$ cat src/smdc_map.svh
/*
  Named constants for the step motor drive control block.
  Assumes it is included by bare name and holds only definitions.
*/
`ifndef SMDC_MAP_SVH
`define SMDC_MAP_SVH
`define SMDC_CLK_HZ        40000000
`define SMDC_IDLE_MS       100
`define SMDC_IDLE_CYCLES   ((`SMDC_CLK_HZ / 1000) * `SMDC_IDLE_MS)
`define SMDC_BAUD          9600
`define SMDC_BIT_CYCLES    (`SMDC_CLK_HZ / `SMDC_BAUD)
`define SMDC_RATE_WIN      `SMDC_CLK_HZ
`define SMDC_RATE_SHIFT    4
`define SMDC_CMD_JOG       8'h42
`define SMDC_CMD_DECAY     8'h62
`define SMDC_CMD_CLEAR     8'h43
`define SMDC_CMD_DIV       8'h44
`define SMDC_CMD_INIT      8'h49
`define SMDC_CMD_ACCEL     8'h4b
`define SMDC_CMD_TEST      8'h4d
`define SMDC_CMD_STORE     8'h53
`define SMDC_CMD_EXAM      8'h58
`define SMDC_DEF_JOG0      16'h0190
`define SMDC_DEF_JOG1      16'h0fa0
`define SMDC_DEF_ACCEL     16'h0010
`define SMDC_DEF_DECAY     16'h07d0
`define SMDC_DEF_INIT      16'h0064
`define SMDC_DEF_DIV       16'h0001
`define SMDC_NPARAM        6
`define SMDC_P_JOG0        3'h0
`define SMDC_P_JOG1        3'h1
`define SMDC_P_ACCEL       3'h2
`define SMDC_P_DECAY       3'h3
`define SMDC_P_INIT        3'h4
`define SMDC_P_DIV         3'h5
`define SMDC_HOLD_0        2'h0
`define SMDC_HOLD_15       2'h1
`define SMDC_HOLD_50       2'h2
`define SMDC_HOLD_100      2'h3
`endif

$ cat src/smdc_pkg.sv
/*
  Types for the step motor drive control block.
  Assumes the map header is compiled alongside.
*/
package smdc_pkg;
  typedef struct packed {
    logic       enable;
    logic       run;
    logic [1:0] hold_level;
    logic       fast_decay;
    logic [5:0] phase;
  } smdc_drive_t;

  typedef struct packed {
    logic       ccw_limit;
    logic       cw_limit;
    logic       speed_sel;
    logic       jog_cw;
    logic       jog_ccw;
  } smdc_jog_t;

  typedef enum logic [4:0] {
    SMDC_CMD   = 5'b00001,
    SMDC_HI    = 5'b00010,
    SMDC_LO    = 5'b00100,
    SMDC_EXEC  = 5'b01000,
    SMDC_REPLY = 5'b10000
  } smdc_cmd_state_t;
endpackage

$ cat src/smdc_top.sv
/*
  Step motor drive control: step/direction or quadrature input, jog with
  ramping, limits, disable, microstep phase, run/hold current, decay
  select, serial parameter commands with non-volatile image ports.
  Assumes an external non-volatile store that returns the image at reset
  release and saves it on the save strobe; analog current loop outside.
*/
`timescale 1ns/1ps
`include "smdc_map.svh"
module smdc_top
  import smdc_pkg::*;
#(
  parameter int IDLE_CYCLES = `SMDC_IDLE_CYCLES,
  parameter int BIT_CYCLES  = `SMDC_BIT_CYCLES,
  parameter int RATE_WIN    = `SMDC_RATE_WIN,
  parameter bit ENCODER_OPT = 1'b0
) (
  input  wire logic              clk_i,
  input  wire logic              reset_i,
  input  wire logic              step_i,
  input  wire logic              dir_i,
  input  wire logic              disable_n_i,
  input  wire logic [4:0]        jog_pins_i,
  input  wire logic [1:0]        resolution_select_pins_i,
  input  wire logic [1:0]        hold_level_select_pins_i,
  input  wire logic              rxd_i,
  input  wire logic [16*6-1:0]   nv_image_i,
  output logic                   txd_o,
  output logic [16*6-1:0]        nv_image_o,
  output logic                   nv_save_o,
  output smdc_drive_t            drive_o
);
  // Pins are asynchronous: two stages before use, jumper pins included
  logic [12:0] s1_q, s2_q;
  always_ff @(posedge clk_i) begin
    s1_q <= {step_i, dir_i, disable_n_i, jog_pins_i, rxd_i,
             resolution_select_pins_i, hold_level_select_pins_i};
    s2_q <= s1_q;
  end
  wire       step_s = s2_q[12];
  wire       dir_s  = s2_q[11];
  wire       en_s   = s2_q[10];
  smdc_jog_t jog_s;
  assign jog_s = s2_q[9:5];
  wire       rx_s   = s2_q[4];
  wire [1:0] res_s  = s2_q[3:2];
  wire [1:0] hold_s = s2_q[1:0];

  logic step_p_q, dir_p_q;
  always_ff @(posedge clk_i) begin
    step_p_q <= step_s;
    dir_p_q  <= dir_s;
  end

  // Parameter store, loaded from non-volatile image after reset release
  logic [15:0] par_q [`SMDC_NPARAM];
  logic [15:0] def_w [`SMDC_NPARAM];
  assign def_w[0] = `SMDC_DEF_JOG0;
  assign def_w[1] = `SMDC_DEF_JOG1;
  assign def_w[2] = `SMDC_DEF_ACCEL;
  assign def_w[3] = `SMDC_DEF_DECAY;
  assign def_w[4] = `SMDC_DEF_INIT;
  assign def_w[5] = `SMDC_DEF_DIV;

  // Step sources; quadrature decode of the two pins
  // Quadrature pin reuse
  wire a_e = step_s ^ step_p_q;
  wire b_e = dir_s ^ dir_p_q;
  wire q_step = ENCODER_OPT && (a_e || b_e);
  wire q_dir  = a_e ? (step_s ^ dir_s) : ~(step_s ^ dir_s);
  // Two-stage sampling at 40 MHz cannot miss 12 us pulses
  wire ext_step = ENCODER_OPT ? q_step : (step_s & ~step_p_q);
  wire ext_dir  = ENCODER_OPT ? q_dir : dir_s;

  // Jog ramp: rate in steps per second, accumulator turns it into steps
  // Jog direction mapping
  wire jog_act = jog_s.jog_ccw ^ jog_s.jog_cw;
  wire jog_dir = jog_s.jog_cw;  // 1 = clockwise
  wire [15:0] jog_tgt = jog_act ? (jog_s.speed_sel ? par_q[`SMDC_P_JOG1]
                                                    : par_q[`SMDC_P_JOG0]) : 16'h0000;
  logic [15:0] rate_q;
  logic [25:0] ms_q;
  logic [31:0] acc_q;
  wire  ms_tick = (ms_q == 26'((RATE_WIN / 1000) - 1));
  wire [15:0] acc_v = par_q[`SMDC_P_ACCEL];
  wire [15:0] rate_d =
    !ms_tick ? rate_q :
    (rate_q < jog_tgt) ? ((jog_tgt - rate_q > acc_v) ? rate_q + acc_v : jog_tgt) :
    (rate_q > jog_tgt) ? ((rate_q - jog_tgt > acc_v) ? rate_q - acc_v : jog_tgt) :
    rate_q;
  wire [31:0] acc_sum  = acc_q + 32'(rate_q);
  wire        jog_step = (acc_sum >= 32'(RATE_WIN));
  always_ff @(posedge clk_i) begin
    if (reset_i) begin
      rate_q <= 16'h0000;
      ms_q   <= 26'h0;
      acc_q  <= 32'h0;
    end else begin
      ms_q   <= ms_tick ? 26'h0 : ms_q + 26'h1;
      rate_q <= (rate_q == 16'h0000 && jog_act && ms_tick) ? par_q[`SMDC_P_INIT] : rate_d;
      acc_q  <= jog_step ? acc_sum - 32'(RATE_WIN) : acc_sum;
    end
  end

  // Merge sources; limits gate by direction
  wire any_step = jog_act ? jog_step : ext_step;
  wire step_cw  = jog_act ? jog_dir : ext_dir;
  wire blk_ccw  = jog_s.ccw_limit & ~step_cw;
  wire blk_cw   = jog_s.cw_limit & step_cw;
  wire do_step  = any_step & ~blk_ccw & ~blk_cw;

  wire [5:0] inc = 6'h08 >> res_s;
  logic [5:0] phase_q;
  always_ff @(posedge clk_i) begin
    if (reset_i) phase_q <= 6'h00;
    else if (do_step) phase_q <= step_cw ? phase_q + inc : phase_q - inc;
  end

  // Run/hold current with idle timeout
  logic        run_q;
  logic [31:0] idle_q;
  always_ff @(posedge clk_i) begin
    if (reset_i) begin
      run_q  <= 1'b0;
      idle_q <= 32'h0;
    end else if (do_step) begin
      run_q  <= 1'b1;
      idle_q <= 32'h0;
    end else if (run_q) begin
      idle_q <= idle_q + 32'h1;
      if (idle_q == 32'(IDLE_CYCLES - 1)) run_q <= 1'b0;
    end
  end

  // Step rate measured over a window of one second scaled down
  logic [31:0] win_q;
  logic [15:0] cnt_q, meas_q;
  wire win_end = (win_q == 32'((RATE_WIN >> `SMDC_RATE_SHIFT) - 1));
  always_ff @(posedge clk_i) begin
    if (reset_i) begin
      win_q <= 32'h0;
      cnt_q <= 16'h0;
      meas_q <= 16'h0;
    end else begin
      win_q <= win_end ? 32'h0 : win_q + 32'h1;
      if (win_end) begin
        meas_q <= cnt_q << `SMDC_RATE_SHIFT;
        cnt_q  <= 16'(do_step);
      end else if (do_step) begin
        cnt_q  <= cnt_q + 16'h1;
      end
    end
  end
  // Rate above threshold means fast decay
  wire fast_w = (meas_q > par_q[`SMDC_P_DECAY]);

  // Serial receiver and transmitter, 8N1
  // Start, eight data, stop
  logic [15:0] rb_q;
  logic [3:0]  rbit_q;
  logic [7:0]  rsh_q;
  logic        rbusy_q, rx_vld_q;
  always_ff @(posedge clk_i) begin
    if (reset_i) begin
      rb_q <= 16'h0; rbit_q <= 4'h0; rsh_q <= 8'h0; rbusy_q <= 1'b0; rx_vld_q <= 1'b0;
    end else begin
      rx_vld_q <= 1'b0;
      if (!rbusy_q) begin
        if (!rx_s) begin
          rbusy_q <= 1'b1;
          rb_q <= 16'(BIT_CYCLES / 2);
          rbit_q <= 4'h0;
        end
      end else if (rb_q != 16'h0) begin
        rb_q <= rb_q - 16'h1;
      end else begin
        rb_q <= 16'(BIT_CYCLES - 1);
        rbit_q <= rbit_q + 4'h1;
        if (rbit_q == 4'h0 && rx_s) rbusy_q <= 1'b0;  // False start
        else if (rbit_q >= 4'h1 && rbit_q <= 4'h8) rsh_q <= {rx_s, rsh_q[7:1]};
        else if (rbit_q == 4'h9) begin
          rbusy_q <= 1'b0;
          rx_vld_q <= rx_s;  // Framing error drops the byte
        end
      end
    end
  end

  logic [15:0] tb_q;
  logic [9:0]  tsh_q;
  logic [3:0]  tcnt_q;
  logic        tx_go, txd_q;
  logic [7:0]  tx_byte;
  wire  tx_idle = (tcnt_q == 4'h0);
  always_ff @(posedge clk_i) begin
    if (reset_i) begin
      tb_q <= 16'h0; tsh_q <= 10'h3ff; tcnt_q <= 4'h0; txd_q <= 1'b1;
    end else if (tx_idle) begin
      txd_q <= 1'b1;
      if (tx_go) begin
        tsh_q <= {1'b1, tx_byte, 1'b0};
        tcnt_q <= 4'hb;
        tb_q <= 16'h0;
      end
    end else if (tb_q == 16'h0) begin
      // Last count only times the stop cell, so it lasts a full bit
      tcnt_q <= tcnt_q - 4'h1;
      tb_q <= 16'(BIT_CYCLES - 1);
      if (tcnt_q != 4'h1) begin
        txd_q <= tsh_q[0];
        tsh_q <= {1'b1, tsh_q[9:1]};
      end
    end else begin
      tb_q <= tb_q - 16'h1;
    end
  end

  // Image load one cycle after reset release
  logic load_q, loaded_q;
  always_ff @(posedge clk_i) begin
    if (reset_i) begin
      load_q <= 1'b0; loaded_q <= 1'b0;
    end else begin
      load_q <= ~loaded_q;
      loaded_q <= 1'b1;
    end
  end

  // Command interpreter: letter, then high and low byte for value commands
  // Command set
  smdc_cmd_state_t st_q;
  logic [7:0]  cmd_q, hi_q;
  logic [2:0]  idx_q, rep_q;
  logic        rep_lo_q, save_q;
  wire is_val = (cmd_q == `SMDC_CMD_JOG) || (cmd_q == `SMDC_CMD_DECAY) ||
                (cmd_q == `SMDC_CMD_DIV) || (cmd_q == `SMDC_CMD_INIT) ||
                (cmd_q == `SMDC_CMD_ACCEL);
  wire [2:0] tgt_idx = (cmd_q == `SMDC_CMD_DECAY) ? `SMDC_P_DECAY :
                       (cmd_q == `SMDC_CMD_DIV)   ? `SMDC_P_DIV :
                       (cmd_q == `SMDC_CMD_INIT)  ? `SMDC_P_INIT :
                       (cmd_q == `SMDC_CMD_ACCEL) ? `SMDC_P_ACCEL : idx_q;
  wire [15:0] rep_w = par_q[rep_q];
  assign tx_byte = rep_lo_q ? rep_w[7:0] : rep_w[15:8];
  assign tx_go   = (st_q == SMDC_REPLY);
  always_ff @(posedge clk_i) begin
    if (reset_i) begin
      st_q <= SMDC_CMD; cmd_q <= 8'h00; hi_q <= 8'h00; idx_q <= 3'h0;
      rep_q <= 3'h0; rep_lo_q <= 1'b0; save_q <= 1'b0;
      // Cleared until the stored image arrives
      for (int i = 0; i < `SMDC_NPARAM; i++) par_q[i] <= 16'h0;
    end else begin
      save_q <= 1'b0;
      case (st_q)
        SMDC_CMD: if (rx_vld_q) begin
          cmd_q <= rsh_q;
          idx_q <= `SMDC_P_JOG0;
          st_q  <= SMDC_EXEC;
        end
        SMDC_HI: if (rx_vld_q) begin
          hi_q <= rsh_q;
          st_q <= SMDC_LO;
        end
        SMDC_LO: if (rx_vld_q) begin
          par_q[tgt_idx] <= {hi_q, rsh_q};
          if (cmd_q == `SMDC_CMD_JOG && idx_q == `SMDC_P_JOG0) begin
            idx_q <= `SMDC_P_JOG1;
            st_q  <= SMDC_HI;
          end else st_q <= SMDC_CMD;
        end
        SMDC_EXEC: begin
          st_q <= SMDC_CMD;
          if (is_val) st_q <= SMDC_HI;
          else if (cmd_q == `SMDC_CMD_CLEAR) begin
            for (int i = 0; i < `SMDC_NPARAM; i++) par_q[i] <= def_w[i];
          end else if (cmd_q == `SMDC_CMD_STORE) save_q <= 1'b1;
          else if (cmd_q == `SMDC_CMD_EXAM) begin
            rep_q <= 3'h0; rep_lo_q <= 1'b0; st_q <= SMDC_REPLY;
          end
        end
        SMDC_REPLY: if (tx_idle) begin
          rep_lo_q <= ~rep_lo_q;
          // Index stops at the last word so it never points past the store
          if (rep_lo_q) begin
            if (rep_q == 3'(`SMDC_NPARAM - 1)) st_q <= SMDC_CMD;
            else rep_q <= rep_q + 3'h1;
          end
        end
        default: st_q <= SMDC_CMD;
      endcase
      if (load_q) for (int i = 0; i < `SMDC_NPARAM; i++) par_q[i] <= nv_image_i[16*i +: 16];
    end
  end

  // Registered outputs
  logic [16*6-1:0] img_w;
  always_comb begin
    img_w = '0;
    for (int i = 0; i < `SMDC_NPARAM; i++) img_w[16*i +: 16] = par_q[i];
  end
  always_ff @(posedge clk_i) begin
    if (reset_i) begin
      drive_o <= '0;
      txd_o <= 1'b1;
      nv_image_o <= '0;
      nv_save_o <= 1'b0;
    end else begin
      drive_o.enable     <= en_s;
      drive_o.run        <= run_q;
      drive_o.hold_level <= hold_s;
      drive_o.fast_decay <= fast_w;
      drive_o.phase      <= phase_q;
      txd_o      <= txd_q;
      nv_image_o <= img_w;
      nv_save_o  <= save_q;
    end
  end
endmodule

$ cat config.mk
export PLATFORM = sky130hd
export DESIGN_NAME = smdc_top
export DESIGN_NICKNAME = d
export VERILOG_FILES = /design/src/smdc_pkg.sv /design/src/smdc_top.sv
export VERILOG_INCLUDE_DIRS = /design/src
export SDC_FILE = /design/constraint.sdc
export NUM_CORES = 1
export LEC_CHECK = 0
export BUFFER_PORTS_ARGS = -buffer_cell sky130_fd_sc_hd__buf_4
export CAP_MARGIN = 20
export CORE_MARGIN = 10
export CORE_UTILIZATION = 45
export DETAILED_ROUTE_END_ITERATION = 12
export GPL_TIMING_DRIVEN = 0
export SLEW_MARGIN = 20
export SYNTH_ARGS = -nofsm -noshare
export SYNTH_HDL_FRONTEND = slang
export SYNTH_SLANG_ARGS = --single-unit
$ cat constraint.sdc
create_clock -name clk_i -period 6.33 [get_ports clk_i]
set_input_delay 0 -clock clk_i [delete_from_list [all_inputs] [get_ports clk_i]]
set_output_delay 0 -clock clk_i [all_outputs]
set_load 0.02 [all_outputs]
==> summary.md <==
| Metric | Value |
|---|---|
| DR WL/cell | ~22 µm |
| Min-delay src | dir_i |
| Number of H-tree levels | 2 |
| EDFF count, synth | roughly 130 |
| Clock-pin slew on the worst setup and hold paths | ~0.060 ns |
| Min-Delay Endpoint | s1_q[11] |
| Final Util | 0.5562 |
| Post-Syn Instances | between 2k and 3k |
| Via density | around 5.7 |
| Cell taking the most area after synthesis | dfxtp_1 |
| All-layer global routing usage | 0.2490 |
| Unrepaired setup endpoints after global routing | no |
| Slew Limit Fails | 0 |
| Max-Cap Viols | 0 |
| Clock skew | approximately 0.017 ns |
| Setup violations, final | 0 |
| Fmax | ~0.17 GHz |
| Register area share after synthesis | 0.4388 |
| Core area | between 50000 and 60000 µm² |
| Worst setup SP type | flip-flop |
| GR Overflow Total | 0 |
| Synth top area cells | dfxtp_1 30%, edfxtp_1 14%, ha_1 6.6%, nor2_1 4.7%, mux4_2 3.4% |
| Crit path time final | about 6 ns |
| CTS tree | done |
| Clock Sinks | roughly 530 |
| WHS Path Cells | 2 |
| Die Area | roughly 70000 µm² |
| Routed via count | 23.41k |
| Synthesized cell area | about 27000 µm² |
| Crit path kind | flip-flop to flip-flop |
| R2r endpoint | rate_q[6] |
| Synth cell types | between 90 and 100 |
| Reg2Reg Depth | 27 |
| Vias in the first global route | around 23k |
| Synth Area per Inst | ~9.5 µm² |
| DRT Wirelength | 91120 µm |
| Synth top area share | 0.2957 |
| Fin crit share | 0.9505 |
| Clk root buf | clkbuf_16 |
| Fin worst setup slack | approximately 0.31 ns |
| Initial core utilization | 0.4553 |
| Leakage | approximately 13 nW |
| R2r startpoint | s2_q[6] |
| Final Hold Viols | 0 |
| PwrDens | 296.3 nW/µm² |
| Residual DRC count | 0 |
| Routability cong. | around 0.94 |
| Die width | about 260 µm |
| Slew HR | 0.2303 |
| Yosys warns | 0 |
| Hold crit path type | input port to flip-flop |
| CTS max path bufs | 3 |
| Initial antenna violation count | 5 |
| Largest net degree at the start of global routing | 17 |
| Die height | about 260 µm |
| DP Worst Slack | -1.246 ns |
| Top FF cell, synth | dfxtp_1 |
| Critical Path RT | about 6.8 ns |
| TritonRoute pass-1 iters | 5 |
| Nets | roughly 3.5k |
| Area Overhead vs Synth | 22.16% |
| Synth async-reset ratio | 0 |
| Worst setup EP type | flip-flop |
| Max FO, Critical Path | 10 |
| Arr. time, crit path | roughly 6.5 ns |
| First-pass GRT wire length | ~140000 µm |
| VDD IR-drop max | ~0.00026 V |
| TritonCTS Buffers | 57 |
| Worst skew pair latency | approximately 0.62 ns |
| Share of layout cells above drive strength 1 | 0.1372 |
| Post-route ant nets | 0 |
| Cell row count | 89 |
| Detailed Route Iter0 Violations | about 2.1k |
| FF+latch count, synth | between 500 and 600 |
| Status | complete, no violations |
| Most common cell after layout, fill and taps aside | dfxtp_1 |
| Hpwl dp | ~70000 µm |
| Tightest Pin Transition | between 1 and 1.5 ns |
| IO Count | 220 |
| PortBufs | approximately 220 |
| Fin Setup TNS | 0 ns |
| Commonest cells after routing, fill and taps aside | 394 x dfxtp_1, 334 x nor2_1, 229 x buf_4 |
| Reg2Reg Setup Slack | 0.31 ns |
[state kept, by name, summed over array words and instances (netlist names), 5 cells and up, named ones only]
register    cells
tsh_q           9
win_q          32
s2_q           13
par_q         128
rb_q           16
meas_q         12
drive_o        11
hi_q            8
rsh_q           8
acc_q          32
rate_q         16
tb_q           16
cnt_q          12
s1_q           13
idle_q         32
st_q            5
cmd_q           8
ms_q           26
nv_image_o     96
phase_q         6
[where the power goes]
group	switching [mW]	leakage (nW)	internal, mW
clock	1.43	0.923	1.95
combinational	1.49	7.81	0.951
sequential	0.225	4.59	3.68
total	3.15	13.3	6.58
[cell families after synthesis]
family                   Yosys count  synth area share
AO/OA/AOI/OAI                    611            0.1550
XOR/XNOR                         149           0.04884
adder cells (fa/ha/maj)          148           0.07058
buffers and inverters            261           0.03748
flip-flops                       525            0.4388
multiplexers                     102           0.05708
other                              1         0.0001395
AND/OR/NAND/NOR                 1041            0.1921
[cell type report]
cell class / instances / area (µm²)
fill: 5312 / 26190
clock buffer: 69 / 1513
multi-input combinational: 2083 / 14330
clock inverter: 35 / 369.1
sequential: 525 / 11800
antenna: 1 / 2.502
tap: 773 / 967.2
buffer: 132 / 541.8
timing repair buffer: 338 / 2830
inverter: 128 / 480.5
[how the worst max path moves through the flow]
| stage | from | end | depth (start not counted) |
|---|---|---|---|
| after floorplan | s2_q[7] | rate_q[3] | 28 |
| after global placement | s2_q[6] | rate_q[12] | 27 |
| after detailed placement | s2_q[6] | rate_q[3] | 27 |
| after CTS | s2_q[7] | rate_q[6] | 27 |
| after global routing | s2_q[5] | rate_q[6] | 27 |
| final | s2_q[6] | rate_q[6] | 27 |
[per-stage QoR]
step | hold WS, ns | instances | cell area [µm²] | power (mW)
after detailed placement | 0.1057 | 3864 | 29660 | 6.257
after global routing | 0.01317 | 4083 | 32830 | 10.17
after floorplan | 0.02772 | 2869 | 26990 | 5.508
after CTS | 0.00004813 | 4082 | 32770 | 9.719
final | 0.03072 | 4084 | 32830 | 9.729
after global placement | 0.1044 | 3860 | 29590 | 6.194
[cell usage after synthesis, types with 43 or more instances]
master and n:
mux2i_1 52, a21oi_1 157, edfxtp_1 128, o21ai_0 113
ha_1 142, a22o_1 90, inv_1 127, nand4_1 43
clkbuf_1 107, xnor2_1 69, nand2_1 187, nand3_1 75
nor2b_1 109, dfxtp_1 397, nor3_1 82, xor2_1 79
nor2_1 335
[per-layer routing]
| layer | vias to the layer above | GRT usage | part of all wire |
|---|---|---|---|
| met3 | 172 | 0.06656 | 0.089 |
| met1 | 11270 | 0.3145 | 0.41 |
| met4 | 4 | 0.07583 | 0.031 |
| li1 | 11010 | - | - |
| met2 | 954 | 0.4085 | 0.46 |
| met5 | - | 0.01176 | 0.0014 |
[critical path: stages, from the launching register on]
cell and delay [ns]:
dfxtp_2 0.41, xor2_4 0.28, buf_4 0.26, nand2_1 0.10, inv_1 0.09, ha_1 0.17
inv_1 0.06, fa_1 0.41, a21o_1 0.18, a21oi_1 0.25, o21ai_1 0.12, a2111o_1 0.44
nand2_1 0.15, o21a_1 0.21, o21bai_1 0.08, a21oi_1 0.17, xnor2_1 0.10, ha_1 0.31
nand4_1 0.17, nor2_2 0.18, o31a_1 0.20, o221ai_4 0.13, buf_12 0.16, buf_4 0.13
and2_1 0.14, buf_2 0.20, a221o_1 0.41, a2111oi_2 0.38
[repair_timing]
item | in CTS | in global routing
hold endpoints to repair | 109 | 0
pin swaps | 3 | 5
hold buffers | 112 | 0
endpoints found under the setup margin | 16 | 16
resized for setup | 22 | 23
setup buffers | 3 | 1
cloned | 0 | 0
(Power assumes the default switching activity.)
